<file path="src/include/fbcw_defs.svh">
/*
  Constants of the fieldbus control word interpreter: bit positions,
  mode codes, reset values and watchdog timing.
  Assumes inclusion by bare name from the package and the testbench files.
*/
`ifndef FBCW_DEFS_SVH
`define FBCW_DEFS_SVH

// ==========================================================
// Mode codes
`define FBCW_MODE_PROFILE     2'h1
`define FBCW_MODE_BYPASS      2'h2
`define FBCW_SM_BASIC         2'h1
`define FBCW_SM_PROFILE       2'h2
`define FBCW_PLACE_FIELDBUS   2'h3

// ==========================================================
// Command word bit positions
`define FBCW_CB_ON            0
`define FBCW_CB_COAST_N       1
`define FBCW_CB_QSTOP_N       2
`define FBCW_CB_RUN           3
`define FBCW_CB_RAMP_OUT      4
`define FBCW_CB_RAMP_HOLD_N   5
`define FBCW_CB_RAMP_IN       6
`define FBCW_CB_FAULT_RST     7
`define FBCW_CB_INCH1         8
`define FBCW_CB_INCH2         9
`define FBCW_CB_BUS_CTRL      10
`define FBCW_CB_WDOG          11

// ==========================================================
// Status word bit positions
`define FBCW_SB_READY_ON      0
`define FBCW_SB_READY_OP      1
`define FBCW_SB_RUNNING       2
`define FBCW_SB_FAULT         3
`define FBCW_SB_NO_COAST      4
`define FBCW_SB_NO_QSTOP      5
`define FBCW_SB_INHIBIT       6
`define FBCW_SB_WARNING       7
`define FBCW_SB_AT_REF        8
`define FBCW_SB_BUS_ACTIVE    9
`define FBCW_SB_ABOVE_LIM     10
`define FBCW_SB_DRV_RUN       12
`define FBCW_SB_DRV_READY     13
`define FBCW_SB_WD_ECHO       15

// ==========================================================
// Reset values and timing
`define FBCW_WORD_RESET       16'h0000
`define FBCW_CLK_HZ           40000000
`define FBCW_WD_UNIT_MS       100
`define FBCW_WD_UNIT_CYCLES   ((`FBCW_CLK_HZ / 1000) * `FBCW_WD_UNIT_MS)
`define FBCW_STATUS_SEL_PROF  2'h0
`define FBCW_STATUS_SEL_RAW   2'h1
`define FBCW_STATUS_SEL_ZERO  2'h2

`endif

</file>
<file path="src/include/fbcw_pkg.sv">
/*
  Types of the fieldbus control word interpreter.
  Assumes fbcw_defs.svh on the include path.
*/
`include "fbcw_defs.svh"

package fbcw_pkg;

  // ==========================================================
  // Operating combination
  typedef enum logic [3:0] {
    COMB_BASIC   = 4'h1,
    COMB_PROFILE = 4'h2,
    COMB_THREE   = 4'h4,
    COMB_REFUSED = 4'h8
  } fbcw_comb_type;

  // ==========================================================
  // Profile state machine
  typedef enum logic [4:0] {
    ST_INHIBIT = 5'h01,
    ST_READY   = 5'h02,
    ST_OPERATE = 5'h04,
    ST_RUN     = 5'h08,
    ST_FAULT   = 5'h10
  } fbcw_state_type;

endpackage : fbcw_pkg

</file>
<file path="src/logic/fbcw_edge_sync.sv">
/*
  Three-stage synchroniser with agreement filter for pin-side levels.
  Assumes one clock core_clk and synchronous active-low reset rstn.
*/
`timescale 1ns/1ps

module fbcw_edge_sync #(
  parameter int W = 1
) (
  // Clock and reset
  input  wire logic         core_clk,
  input  wire logic         rstn,
  // Level in and out
  input  wire logic [W-1:0] async_in,
  output logic      [W-1:0] sync_out
);

  typedef struct packed {
    logic [W-1:0] s1;
    logic [W-1:0] s2;
    logic [W-1:0] s3;
    logic [W-1:0] out;
  } fbcw_sync_type;

  fbcw_sync_type r_q;
  fbcw_sync_type r_d;

  // ==========================================================
  // Stages; a bit changes once stages two and three agree
  always_comb begin
    r_d     = r_q;
    r_d.s1  = async_in;
    r_d.s2  = r_q.s1;
    r_d.s3  = r_q.s2;
    for (int i = 0; i < W; i++) begin
      if (r_q.s2[i] == r_q.s3[i]) begin
        r_d.out[i] = r_q.s3[i];
      end
    end
  end

  always_ff @(posedge core_clk) begin
    if (!rstn) begin
      r_q <= '0;
    end else begin
      r_q <= r_d;
    end
  end

  assign sync_out = r_q.out;

endmodule : fbcw_edge_sync

</file>
<file path="src/logic/fbcw_interp.sv">
/*
  Fieldbus control word interpreter and status word builder for a drive.
  Assumes bus words and drive flags arrive asynchronously and are
  synchronised here; one 40 MHz clock, synchronous active-low reset.
*/
// Function
// - Refuse bus operation when board mode and state machine are both profile.
// - Bypass with profile state machine decodes the profile command meanings.
// - Bypass with basic state machine uses the three-bit command scheme.
// - Bypass status word chosen by a parameter, defaulting to profile status.
// - Basic: rising edge of command bit 7 resets faults.
// - Basic: status bit 8 set when actual equals reference.
// - Basic: status bits from board state machine and drive flags.
// - Profile: rising edge of bit 0 leaves inhibit for ready.
// - Profile: bit 1 low commands a coasting stop.
// - Profile: bit 2 low commands a quick stop.
// - Profile: bit 4 low forces ramp output to zero.
// - Profile: bit 5 low holds the ramp output.
// - Profile: bit 6 low forces ramp input to zero.
// - Profile: bits 8 and 9 run at their inching speeds.
// - Bit 10 enables bus control only when control place is fieldbus.
// - Missing bit 11 toggling raises a communication fault.
// - Watchdog not monitored while its delay setting is zero.
// - Ramp output zero outranks ramp hold and ramp input zero.
`timescale 1ns/1ps

module fbcw_interp (
  // Clock and reset
  input  wire logic        core_clk,
  input  wire logic        rstn,
  // Configuration
  input  wire logic [1:0]  bus_board_operate_mode,
  input  wire logic [1:0]  drive_state_machine_select,
  input  wire logic [1:0]  control_place_select,
  input  wire logic [1:0]  profile_status_word_param,
  input  wire logic [7:0]  watchdog_delay_setting,
  // Bus command words and board state machine word
  input  wire logic [15:0] basic_bus_command_word,
  input  wire logic [15:0] profile_bus_command_word,
  input  wire logic [10:0] bus_board_state_machine,
  // Drive flags
  input  wire logic        drv_fault,
  input  wire logic        drv_warning,
  input  wire logic        drv_running,
  input  wire logic        drv_ready,
  input  wire logic        drv_at_ref,
  input  wire logic        drv_above_limit,
  // Status word
  output logic      [15:0] basic_bus_status_word,
  // Drive commands
  output logic             bus_refused,
  output logic             bus_ctrl_active,
  output logic             run_cmd,
  output logic             coast_stop,
  output logic             quick_stop,
  output logic             ramp_out_zero,
  output logic             ramp_hold,
  output logic             ramp_in_zero,
  output logic             inch1_cmd,
  output logic             inch2_cmd,
  output logic             fault_reset,
  output logic             comm_fault,
  output logic             three_bit_mode
);

  // ==========================================================
  // Synchronised inputs
  localparam int SW = 16 + 16 + 11 + 6;
  logic [SW-1:0] sync_v;
  logic [15:0]   bw;
  logic [15:0]   pw;
  logic [10:0]   sm;
  logic [5:0]    df;

  fbcw_edge_sync #(.W(SW)) u_sync (
    .core_clk (core_clk),
    .rstn     (rstn),
    .async_in ({basic_bus_command_word, profile_bus_command_word,
                bus_board_state_machine, drv_fault, drv_warning,
                drv_running, drv_ready, drv_at_ref, drv_above_limit}),
    .sync_out (sync_v)
  );

  assign bw = sync_v[48:33];
  assign pw = sync_v[32:17];
  assign sm = sync_v[16:6];
  assign df = sync_v[5:0];

  // ==========================================================
  // Combination decoding
  function automatic fbcw_pkg::fbcw_comb_type comb_of(input logic [1:0] om,
                                                      input logic [1:0] ss);
    if (om == `FBCW_MODE_PROFILE && ss == `FBCW_SM_PROFILE) begin
      comb_of = fbcw_pkg::COMB_REFUSED;
    end else if (om == `FBCW_MODE_BYPASS && ss == `FBCW_SM_PROFILE) begin
      comb_of = fbcw_pkg::COMB_PROFILE;
    end else if (om == `FBCW_MODE_BYPASS && ss == `FBCW_SM_BASIC) begin
      comb_of = fbcw_pkg::COMB_THREE;
    end else begin
      comb_of = fbcw_pkg::COMB_BASIC;
    end
  endfunction : comb_of

  // ==========================================================
  // State
  typedef struct packed {
    fbcw_pkg::fbcw_state_type st;
    logic [15:0]              bw_prev;
    logic [15:0]              pw_prev;
    logic [22:0]              unit_cnt;
    logic [7:0]               wd_units;
    logic [15:0]              status;
    logic                     refused;
    logic                     active;
    logic                     run;
    logic                     coast;
    logic                     qstop;
    logic                     rout0;
    logic                     rhold;
    logic                     rin0;
    logic                     inch1;
    logic                     inch2;
    logic                     frst;
    logic                     cfault;
    logic                     three;
  } fbcw_core_type;

  fbcw_core_type r_q;
  fbcw_core_type r_d;

  fbcw_pkg::fbcw_comb_type comb;
  logic [15:0]             cw;
  logic [15:0]             prof_status;
  logic [15:0]             cw_prev;
  logic                    wd_edge;

  assign comb = comb_of(bus_board_operate_mode, drive_state_machine_select);
  assign cw   = (comb == fbcw_pkg::COMB_BASIC) ? bw : pw;
  assign cw_prev = (comb == fbcw_pkg::COMB_BASIC) ? r_q.bw_prev : r_q.pw_prev;
  assign wd_edge = cw[`FBCW_CB_WDOG] ^ cw_prev[`FBCW_CB_WDOG];

  // ==========================================================
  // Next state
  always_comb begin
    r_d         = r_q;
    r_d.bw_prev = bw;
    r_d.pw_prev = pw;
    r_d.frst    = 1'b0;
    r_d.refused = (comb == fbcw_pkg::COMB_REFUSED);
    r_d.three   = (comb == fbcw_pkg::COMB_THREE);
    r_d.active  = cw[`FBCW_CB_BUS_CTRL] &&
                  (control_place_select == `FBCW_PLACE_FIELDBUS) &&
                  (comb != fbcw_pkg::COMB_REFUSED);
    // Fault reset on rising edge of bit 7; a new watchdog fault wins
    if (cw[`FBCW_CB_FAULT_RST] && !cw_prev[`FBCW_CB_FAULT_RST] &&
        comb != fbcw_pkg::COMB_REFUSED) begin
      r_d.frst   = 1'b1;
      r_d.cfault = 1'b0;
    end
    // Watchdog on bit 11 toggling
    if (watchdog_delay_setting == 8'h00 || !r_q.active) begin
      r_d.unit_cnt = '0;
      r_d.wd_units = '0;
      r_d.cfault   = 1'b0;
    end else if (wd_edge) begin
      r_d.unit_cnt = '0;
      r_d.wd_units = '0;
    end else if (r_q.unit_cnt == 23'(`FBCW_WD_UNIT_CYCLES - 1)) begin
      r_d.unit_cnt = '0;
      if (r_q.wd_units + 8'h01 >= watchdog_delay_setting) begin
        r_d.cfault = 1'b1;
      end else begin
        r_d.wd_units = r_q.wd_units + 8'h01;
      end
    end else begin
      r_d.unit_cnt = r_q.unit_cnt + 23'h000001;
    end
    // Command decoding
    r_d.run   = 1'b0;
    r_d.coast = 1'b0;
    r_d.qstop = 1'b0;
    r_d.rout0 = 1'b0;
    r_d.rhold = 1'b0;
    r_d.rin0  = 1'b0;
    r_d.inch1 = 1'b0;
    r_d.inch2 = 1'b0;
    if (r_d.active) begin
      if (comb == fbcw_pkg::COMB_PROFILE) begin
        // Bits 12 to 15 are not decoded
        r_d.run   = cw[`FBCW_CB_RUN] && r_q.st == fbcw_pkg::ST_RUN;
        r_d.coast = !cw[`FBCW_CB_COAST_N];
        r_d.qstop = !cw[`FBCW_CB_QSTOP_N];
        r_d.rout0 = !cw[`FBCW_CB_RAMP_OUT];
        r_d.rhold = cw[`FBCW_CB_RAMP_OUT] && !cw[`FBCW_CB_RAMP_HOLD_N];
        r_d.rin0  = cw[`FBCW_CB_RAMP_OUT] && cw[`FBCW_CB_RAMP_HOLD_N] &&
                    !cw[`FBCW_CB_RAMP_IN];
        r_d.inch1 = cw[`FBCW_CB_INCH1];
        r_d.inch2 = cw[`FBCW_CB_INCH2];
      end else if (comb != fbcw_pkg::COMB_REFUSED) begin
        r_d.run = cw[`FBCW_CB_RUN];
      end
    end
    // Profile state machine
    case (r_q.st)
      fbcw_pkg::ST_INHIBIT: begin
        if (cw[`FBCW_CB_ON] && !cw_prev[`FBCW_CB_ON] &&
            cw[`FBCW_CB_COAST_N] && cw[`FBCW_CB_QSTOP_N]) begin
          r_d.st = fbcw_pkg::ST_READY;
        end
      end
      fbcw_pkg::ST_READY: begin
        if (cw[`FBCW_CB_ON] && df[2]) begin
          r_d.st = fbcw_pkg::ST_OPERATE;
        end
      end
      fbcw_pkg::ST_OPERATE: begin
        if (cw[`FBCW_CB_RUN]) begin
          r_d.st = fbcw_pkg::ST_RUN;
        end else if (!cw[`FBCW_CB_ON]) begin
          r_d.st = fbcw_pkg::ST_READY;
        end
      end
      fbcw_pkg::ST_RUN: begin
        if (!cw[`FBCW_CB_RUN]) begin
          r_d.st = fbcw_pkg::ST_OPERATE;
        end
      end
      fbcw_pkg::ST_FAULT: begin
        if (r_d.frst) begin
          r_d.st = fbcw_pkg::ST_INHIBIT;
        end
      end
      default: begin
        r_d.st = fbcw_pkg::ST_INHIBIT;
      end
    endcase
    if (df[5] || r_q.cfault) begin
      if (r_q.st != fbcw_pkg::ST_FAULT && !r_d.frst) begin
        r_d.st = fbcw_pkg::ST_FAULT;
      end
    end else if (!cw[`FBCW_CB_COAST_N] || !cw[`FBCW_CB_QSTOP_N]) begin
      r_d.st = fbcw_pkg::ST_INHIBIT;
    end
    // Status word
    if (comb == fbcw_pkg::COMB_BASIC) begin
      r_d.status = 16'h0000;
      r_d.status[`FBCW_SB_READY_ON]   = sm[0];
      r_d.status[`FBCW_SB_READY_OP]   = sm[1];
      r_d.status[`FBCW_SB_RUNNING]    = sm[2];
      r_d.status[`FBCW_SB_NO_COAST]   = sm[4];
      r_d.status[`FBCW_SB_NO_QSTOP]   = sm[5];
      r_d.status[`FBCW_SB_INHIBIT]    = sm[6];
      r_d.status[`FBCW_SB_BUS_ACTIVE] = sm[9];
      r_d.status[`FBCW_SB_FAULT]      = df[5];
      r_d.status[`FBCW_SB_WARNING]    = df[4];
      r_d.status[`FBCW_SB_DRV_RUN]    = df[3];
      r_d.status[`FBCW_SB_DRV_READY]  = df[2];
      r_d.status[`FBCW_SB_AT_REF]     = df[1];
    end else if (comb == fbcw_pkg::COMB_REFUSED) begin
      r_d.status = 16'h0000;
    end else begin
      case (profile_status_word_param)
        `FBCW_STATUS_SEL_RAW:  r_d.status = cw;
        `FBCW_STATUS_SEL_ZERO: r_d.status = 16'h0000;
        default:               r_d.status = prof_status;
      endcase
    end
  end

  // ==========================================================
  // Profile status word
  always_comb begin
    prof_status = 16'h0000;
    prof_status[`FBCW_SB_READY_ON]   = r_q.st != fbcw_pkg::ST_INHIBIT &&
                                       r_q.st != fbcw_pkg::ST_FAULT;
    prof_status[`FBCW_SB_READY_OP]   = r_q.st == fbcw_pkg::ST_OPERATE ||
                                       r_q.st == fbcw_pkg::ST_RUN;
    prof_status[`FBCW_SB_RUNNING]    = r_q.st == fbcw_pkg::ST_RUN && df[3];
    prof_status[`FBCW_SB_FAULT]      = df[5] || r_q.cfault;
    prof_status[`FBCW_SB_NO_COAST]   = cw[`FBCW_CB_COAST_N];
    prof_status[`FBCW_SB_NO_QSTOP]   = cw[`FBCW_CB_QSTOP_N];
    prof_status[`FBCW_SB_INHIBIT]    = r_q.st == fbcw_pkg::ST_INHIBIT;
    prof_status[`FBCW_SB_WARNING]    = df[4];
    prof_status[`FBCW_SB_AT_REF]     = df[1];
    prof_status[`FBCW_SB_BUS_ACTIVE] = r_q.active;
    prof_status[`FBCW_SB_ABOVE_LIM]  = df[0];
    prof_status[`FBCW_SB_WD_ECHO]    = cw[`FBCW_CB_WDOG];
  end

  // ==========================================================
  // Register
  always_ff @(posedge core_clk) begin
    if (!rstn) begin
      r_q         <= '0;
      r_q.st      <= fbcw_pkg::ST_INHIBIT;
      r_q.status  <= `FBCW_WORD_RESET;
      r_q.bw_prev <= `FBCW_WORD_RESET;
      r_q.pw_prev <= `FBCW_WORD_RESET;
    end else begin
      r_q <= r_d;
    end
  end

  // ==========================================================
  // Outputs
  assign basic_bus_status_word = r_q.status;
  assign bus_refused           = r_q.refused;
  assign bus_ctrl_active       = r_q.active;
  assign run_cmd               = r_q.run;
  assign coast_stop            = r_q.coast;
  assign quick_stop            = r_q.qstop;
  assign ramp_out_zero         = r_q.rout0;
  assign ramp_hold             = r_q.rhold;
  assign ramp_in_zero          = r_q.rin0;
  assign inch1_cmd             = r_q.inch1;
  assign inch2_cmd             = r_q.inch2;
  assign fault_reset           = r_q.frst;
  assign comm_fault            = r_q.cfault;
  assign three_bit_mode        = r_q.three;

endmodule : fbcw_interp

</file>
<file path="config.mk">
export PLATFORM = sky130hd
export DESIGN_NAME = fbcw_interp
export DESIGN_NICKNAME = d
export VERILOG_FILES = /design/src/include/fbcw_pkg.sv /design/src/logic/fbcw_edge_sync.sv /design/src/logic/fbcw_interp.sv
export VERILOG_INCLUDE_DIRS = /design/src /design/src/include
export SDC_FILE = /design/constraint.sdc
export NUM_CORES = 1
export LEC_CHECK = 0
export BUFFER_PORTS_ARGS = -buffer_cell sky130_fd_sc_hd__buf_2
export CAP_MARGIN = 20
export CORE_ASPECT_RATIO = 0.75
export CORE_MARGIN = 1.5
export CORE_UTILIZATION = 34
export DETAILED_ROUTE_END_ITERATION = 16
export HOLD_SLACK_MARGIN = 0.03
export SETUP_SLACK_MARGIN = 0.5
export SYNTH_ARGS = -nofsm -noshare
export SYNTH_HDL_FRONTEND = slang
export SYNTH_SLANG_ARGS = --single-unit
export TNS_END_PERCENT = 30
</file>
<file path="constraint.sdc">
create_clock -name core_clk -period 2.9 [get_ports core_clk]
set_clock_uncertainty 0.15 [all_clocks]
set_input_delay 0.58 -clock core_clk [delete_from_list [all_inputs] [get_ports core_clk]]
set_output_delay 0.58 -clock core_clk [all_outputs]
set_load 0.005 [all_outputs]
</file>
==> impl_metrics.ini <==
[synthesis]
ys_warn_count = 0
async_reset_ff_share_pct = 0
netlist_area_um2 = 8560
synth_xor_area_share_pct = 4.08
synthesis.nets = 970
synthFlopType = dfxtp_1
yosysUniqueCellTypes = 62
synth-compound-area-share_pct = 11.8
synth_area_leaders = dfxtp_1 55%, and2_1 9.4%, nor2_1 3.2%
synth_fa_ha_area_share_pct = 1.61
synthMuxAreaShare_pct = 0.716
synth_top_family_by_area = simple AND/OR/NAND/NOR gates
ys_seq_elements = 235
synth_top_cell_by_area = dfxtp_1
synth_edf_count = 0
ys_seq_area_share_pct = 55.0
syn_inst = 892
synth_simple_gate_area_share_pct = 22.3
synth.avg_cell_area_um2 = 9.60
synth_top_area_share_pct = 55.0

[placed_design]
post-place-ws_ns = 0.0794
port_buffers = 87
routabilityCongestion = 0.818
post-place-cells = 1294
dp_hpwl_um = 13100

[route]
drt_first_pass_iters = 5
final_antenna_net_count = 0
vias_per_cell = 4.65
drc = 0
wirelength_um = 19000
vias = 6291
routedWlPerCell_um = 14.0
dr.first_iter.drc_count = 405

[global_routing]
met2_usage_pct = 21.8
grt_start_max_net_pins = 108
antenna_found_initial = 0
busiest_layer = met1
grt_use_met1_pct = 22.2
grt_pass1_wl_um = 31000
grt_use_total_pct = 14.9
grtUsageMet3_pct = 3.15
grt-ovfl-total = 0
grt_pass1_vias = 5918

[final_layout]
final_common_cell = dfxtp_1
area_growth_pct = 23.8
mostFrequentLayoutCells = 230 x dfxtp_1, 128 x and2_1, 86 x buf_2, 73 x nor2_1, 73 x nand2_1
nets = 1074
final_util_pct = 42.6
antennaDiodeCount = 0
layout-drive-gt1-share_pct = 21.0
fin_cells = 1352

[sta]
slew_violations = 0
setup_tns_ns = 0
tightest_slew_ns = 0.625
hold_viol = 0
layout_min_cycle_time_ns = 2.57
final.setup.worst_slack_ns = 0.331
rsz0062_at_grt = true
max_freq_ghz = 0.389
relSlewSlack_pct = 58.2
post-route-period-util_pct = 88.6
setup_viol = 0
hold_ws_ns = 0.111

[clock_network]
cts_made_buffers = 24
clock_path_buffers = 3
clk_pin_slew_ns = 0.06
htreeDepth = 1
hold_buffers = 0
cts_root_buf = clkbuf_16
cts.sinks = 235
clk_latency_ns = 0.52
cts_tree = built

[worst_setup_path]
crit_end = r_q[36]$_SDFFE_PP0P_
crit_start = r_q[30]$_SDFFE_PP0P_
start_kind = flop
endpoint_kind = flop
rr_worst_depth = 11
crit_path_max_fanout = 4
cp.required_ns = 3.16
r2r_slack_ns = 0.33
crit_type = reg2reg
reg2reg_from = r_q[30]$_SDFFE_PP0P_
r2r_end = r_q[36]$_SDFFE_PP0P_
cp.arrival_ns = 2.83

[power_and_ir_drop]
seqPwrFrac_pct = 48.4
internal-power_uw = 5360
p_switching_uw = 1500
power_leakage_uw = 0.00415
sw_frac_of_total_pct = 21.9
power.density_nw_per_um2 = 648
clockPowerShare_pct = 47.8
max-vdd-ir-drop_uv = 401
comb_power_share_pct = 3.9

[die]
rows = 50
core-area_um2 = 24800
io_pins = 96
start_util_pct = 34.5
die_y_um = 140
dieArea_um2 = 26100
die_w_um = 186

[worst_hold_path]
hold_class = in2reg

[run_status]
status = finished, final reports clean

[flow_run]
drv_cap = 0
==> stage by stage <==
stage / cell area (um2) / power [uW]
after detailed placement: 9610 / 3660
after global routing: 10600 / 7130
final: 10600 / 6870
after CTS: 10600 / 6960
after floorplan: 8760 / 3540
after global placement: 9610 / 3660
==> state kept, by name (all words and copies together), names as in the netlist, 16 cells and up <==
name	count
basic_bus_status_word	16
u_sync.sync_out	41
u_sync.r_q	41
u_sync.r_d	82
r_q	42
==> logic make-up (layout without fill, tap and decap cells) <==
kind of cell | count (synthesis) | after routing
buffers and inverters | 76 | 198
AOI/OAI and AO/OA | 161 | 161
xor gates and xnor gates | 39 | 39
DFF | 235 | 235
muxes | 6 | 6
and+or+nand+nor | 364 | 364
adders and majority gates | 11 | 11
==> power groups by stage <==
| stage | clock network [uW] | logic [uW] | registers, uW |
|---|---|---|---|
| 6_report | 3280 | 265 | 3320 |
| 5_1_grt | 3510 | 299 | 3330 |
| 4_1_cts | 3370 | 269 | 3320 |
| 3_5_place_dp | 0 | 265 | 3400 |
| 3_3_place_gp | 0 | 263 | 3390 |
| 2_1_floorplan | 0 | 156 | 3390 |
==> cells in the mapped netlist (9+ instances only) <==
cell      instances
o21ai_0          49
nor2_1           74
nand3_1          22
dfxtp_1         235
xor2_1           15
nand2_1          73
and2_1          128
clkbuf_1         29
ha_1             11
inv_1            16
nor3_1           10
buf_4            20
a21oi_1          51
and3_1            9
xnor2_1          23
==> how the worst min path moves through the flow <==
stage / from / endpoint / slack (ns) / depth (start not counted)
6_report: basic_bus_command_word[4] / u_sync.r_d[135]$_SDFF_PN0_ / 0.11 / 2
3_3_place_gp: u_sync.r_d[126]$_SDFF_PN0_ / u_sync.r_d[77]$_SDFF_PN0_ / 0.27 / 1
5_1_grt: basic_bus_command_word[2] / u_sync.r_d[133]$_SDFF_PN0_ / 0.1 / 2
3_5_place_dp: u_sync.r_d[132]$_SDFF_PN0_ / u_sync.r_d[83]$_SDFF_PN0_ / 0.27 / 1
4_1_cts: basic_bus_command_word[2] / u_sync.r_d[133]$_SDFF_PN0_ / 0.09 / 2
2_1_floorplan: u_sync.r_d[98]$_SDFF_PN0_ / u_sync.r_d[49]$_SDFF_PN0_ / 0.26 / 1
==> layer usage <==
layer	vias up	routed length, um
li1	3225	-
met1	2891	9690
met2	147	7870
met3	28	1080
met4	0	352
met5	-	0
==> critical path: stages (launching register included) <==
cell and delay, ns:
dfxtp_4 0.38, nand3_4 0.08, or2_4 0.27, xnor2_2 0.14
ha_1 0.29, a21o_1 0.16, a21o_1 0.19, a21o_4 0.24
buf_4 0.17, a2111oi_4 0.20, xnor2_1 0.16, nor2_1 0.05
==> cell type report <==
class                   instances  area (um2)
repair buffers                135         861
multi-input cells             581        3660
inverters                      19        71.3
fillers                      2455       14200
flip-flops and latches        235        4720
well taps                     338         423
clock inverters                18         228
clock buffers                  26         628
==> repair_timing <==
action	in CTS	in global routing
gates resized for setup	2	1
pin swaps	10	4
endpoints found under the setup margin	9	18
setup buffers	11	3
cloned	0	0
No activity file was read; power rests on OpenSTA's default activity.
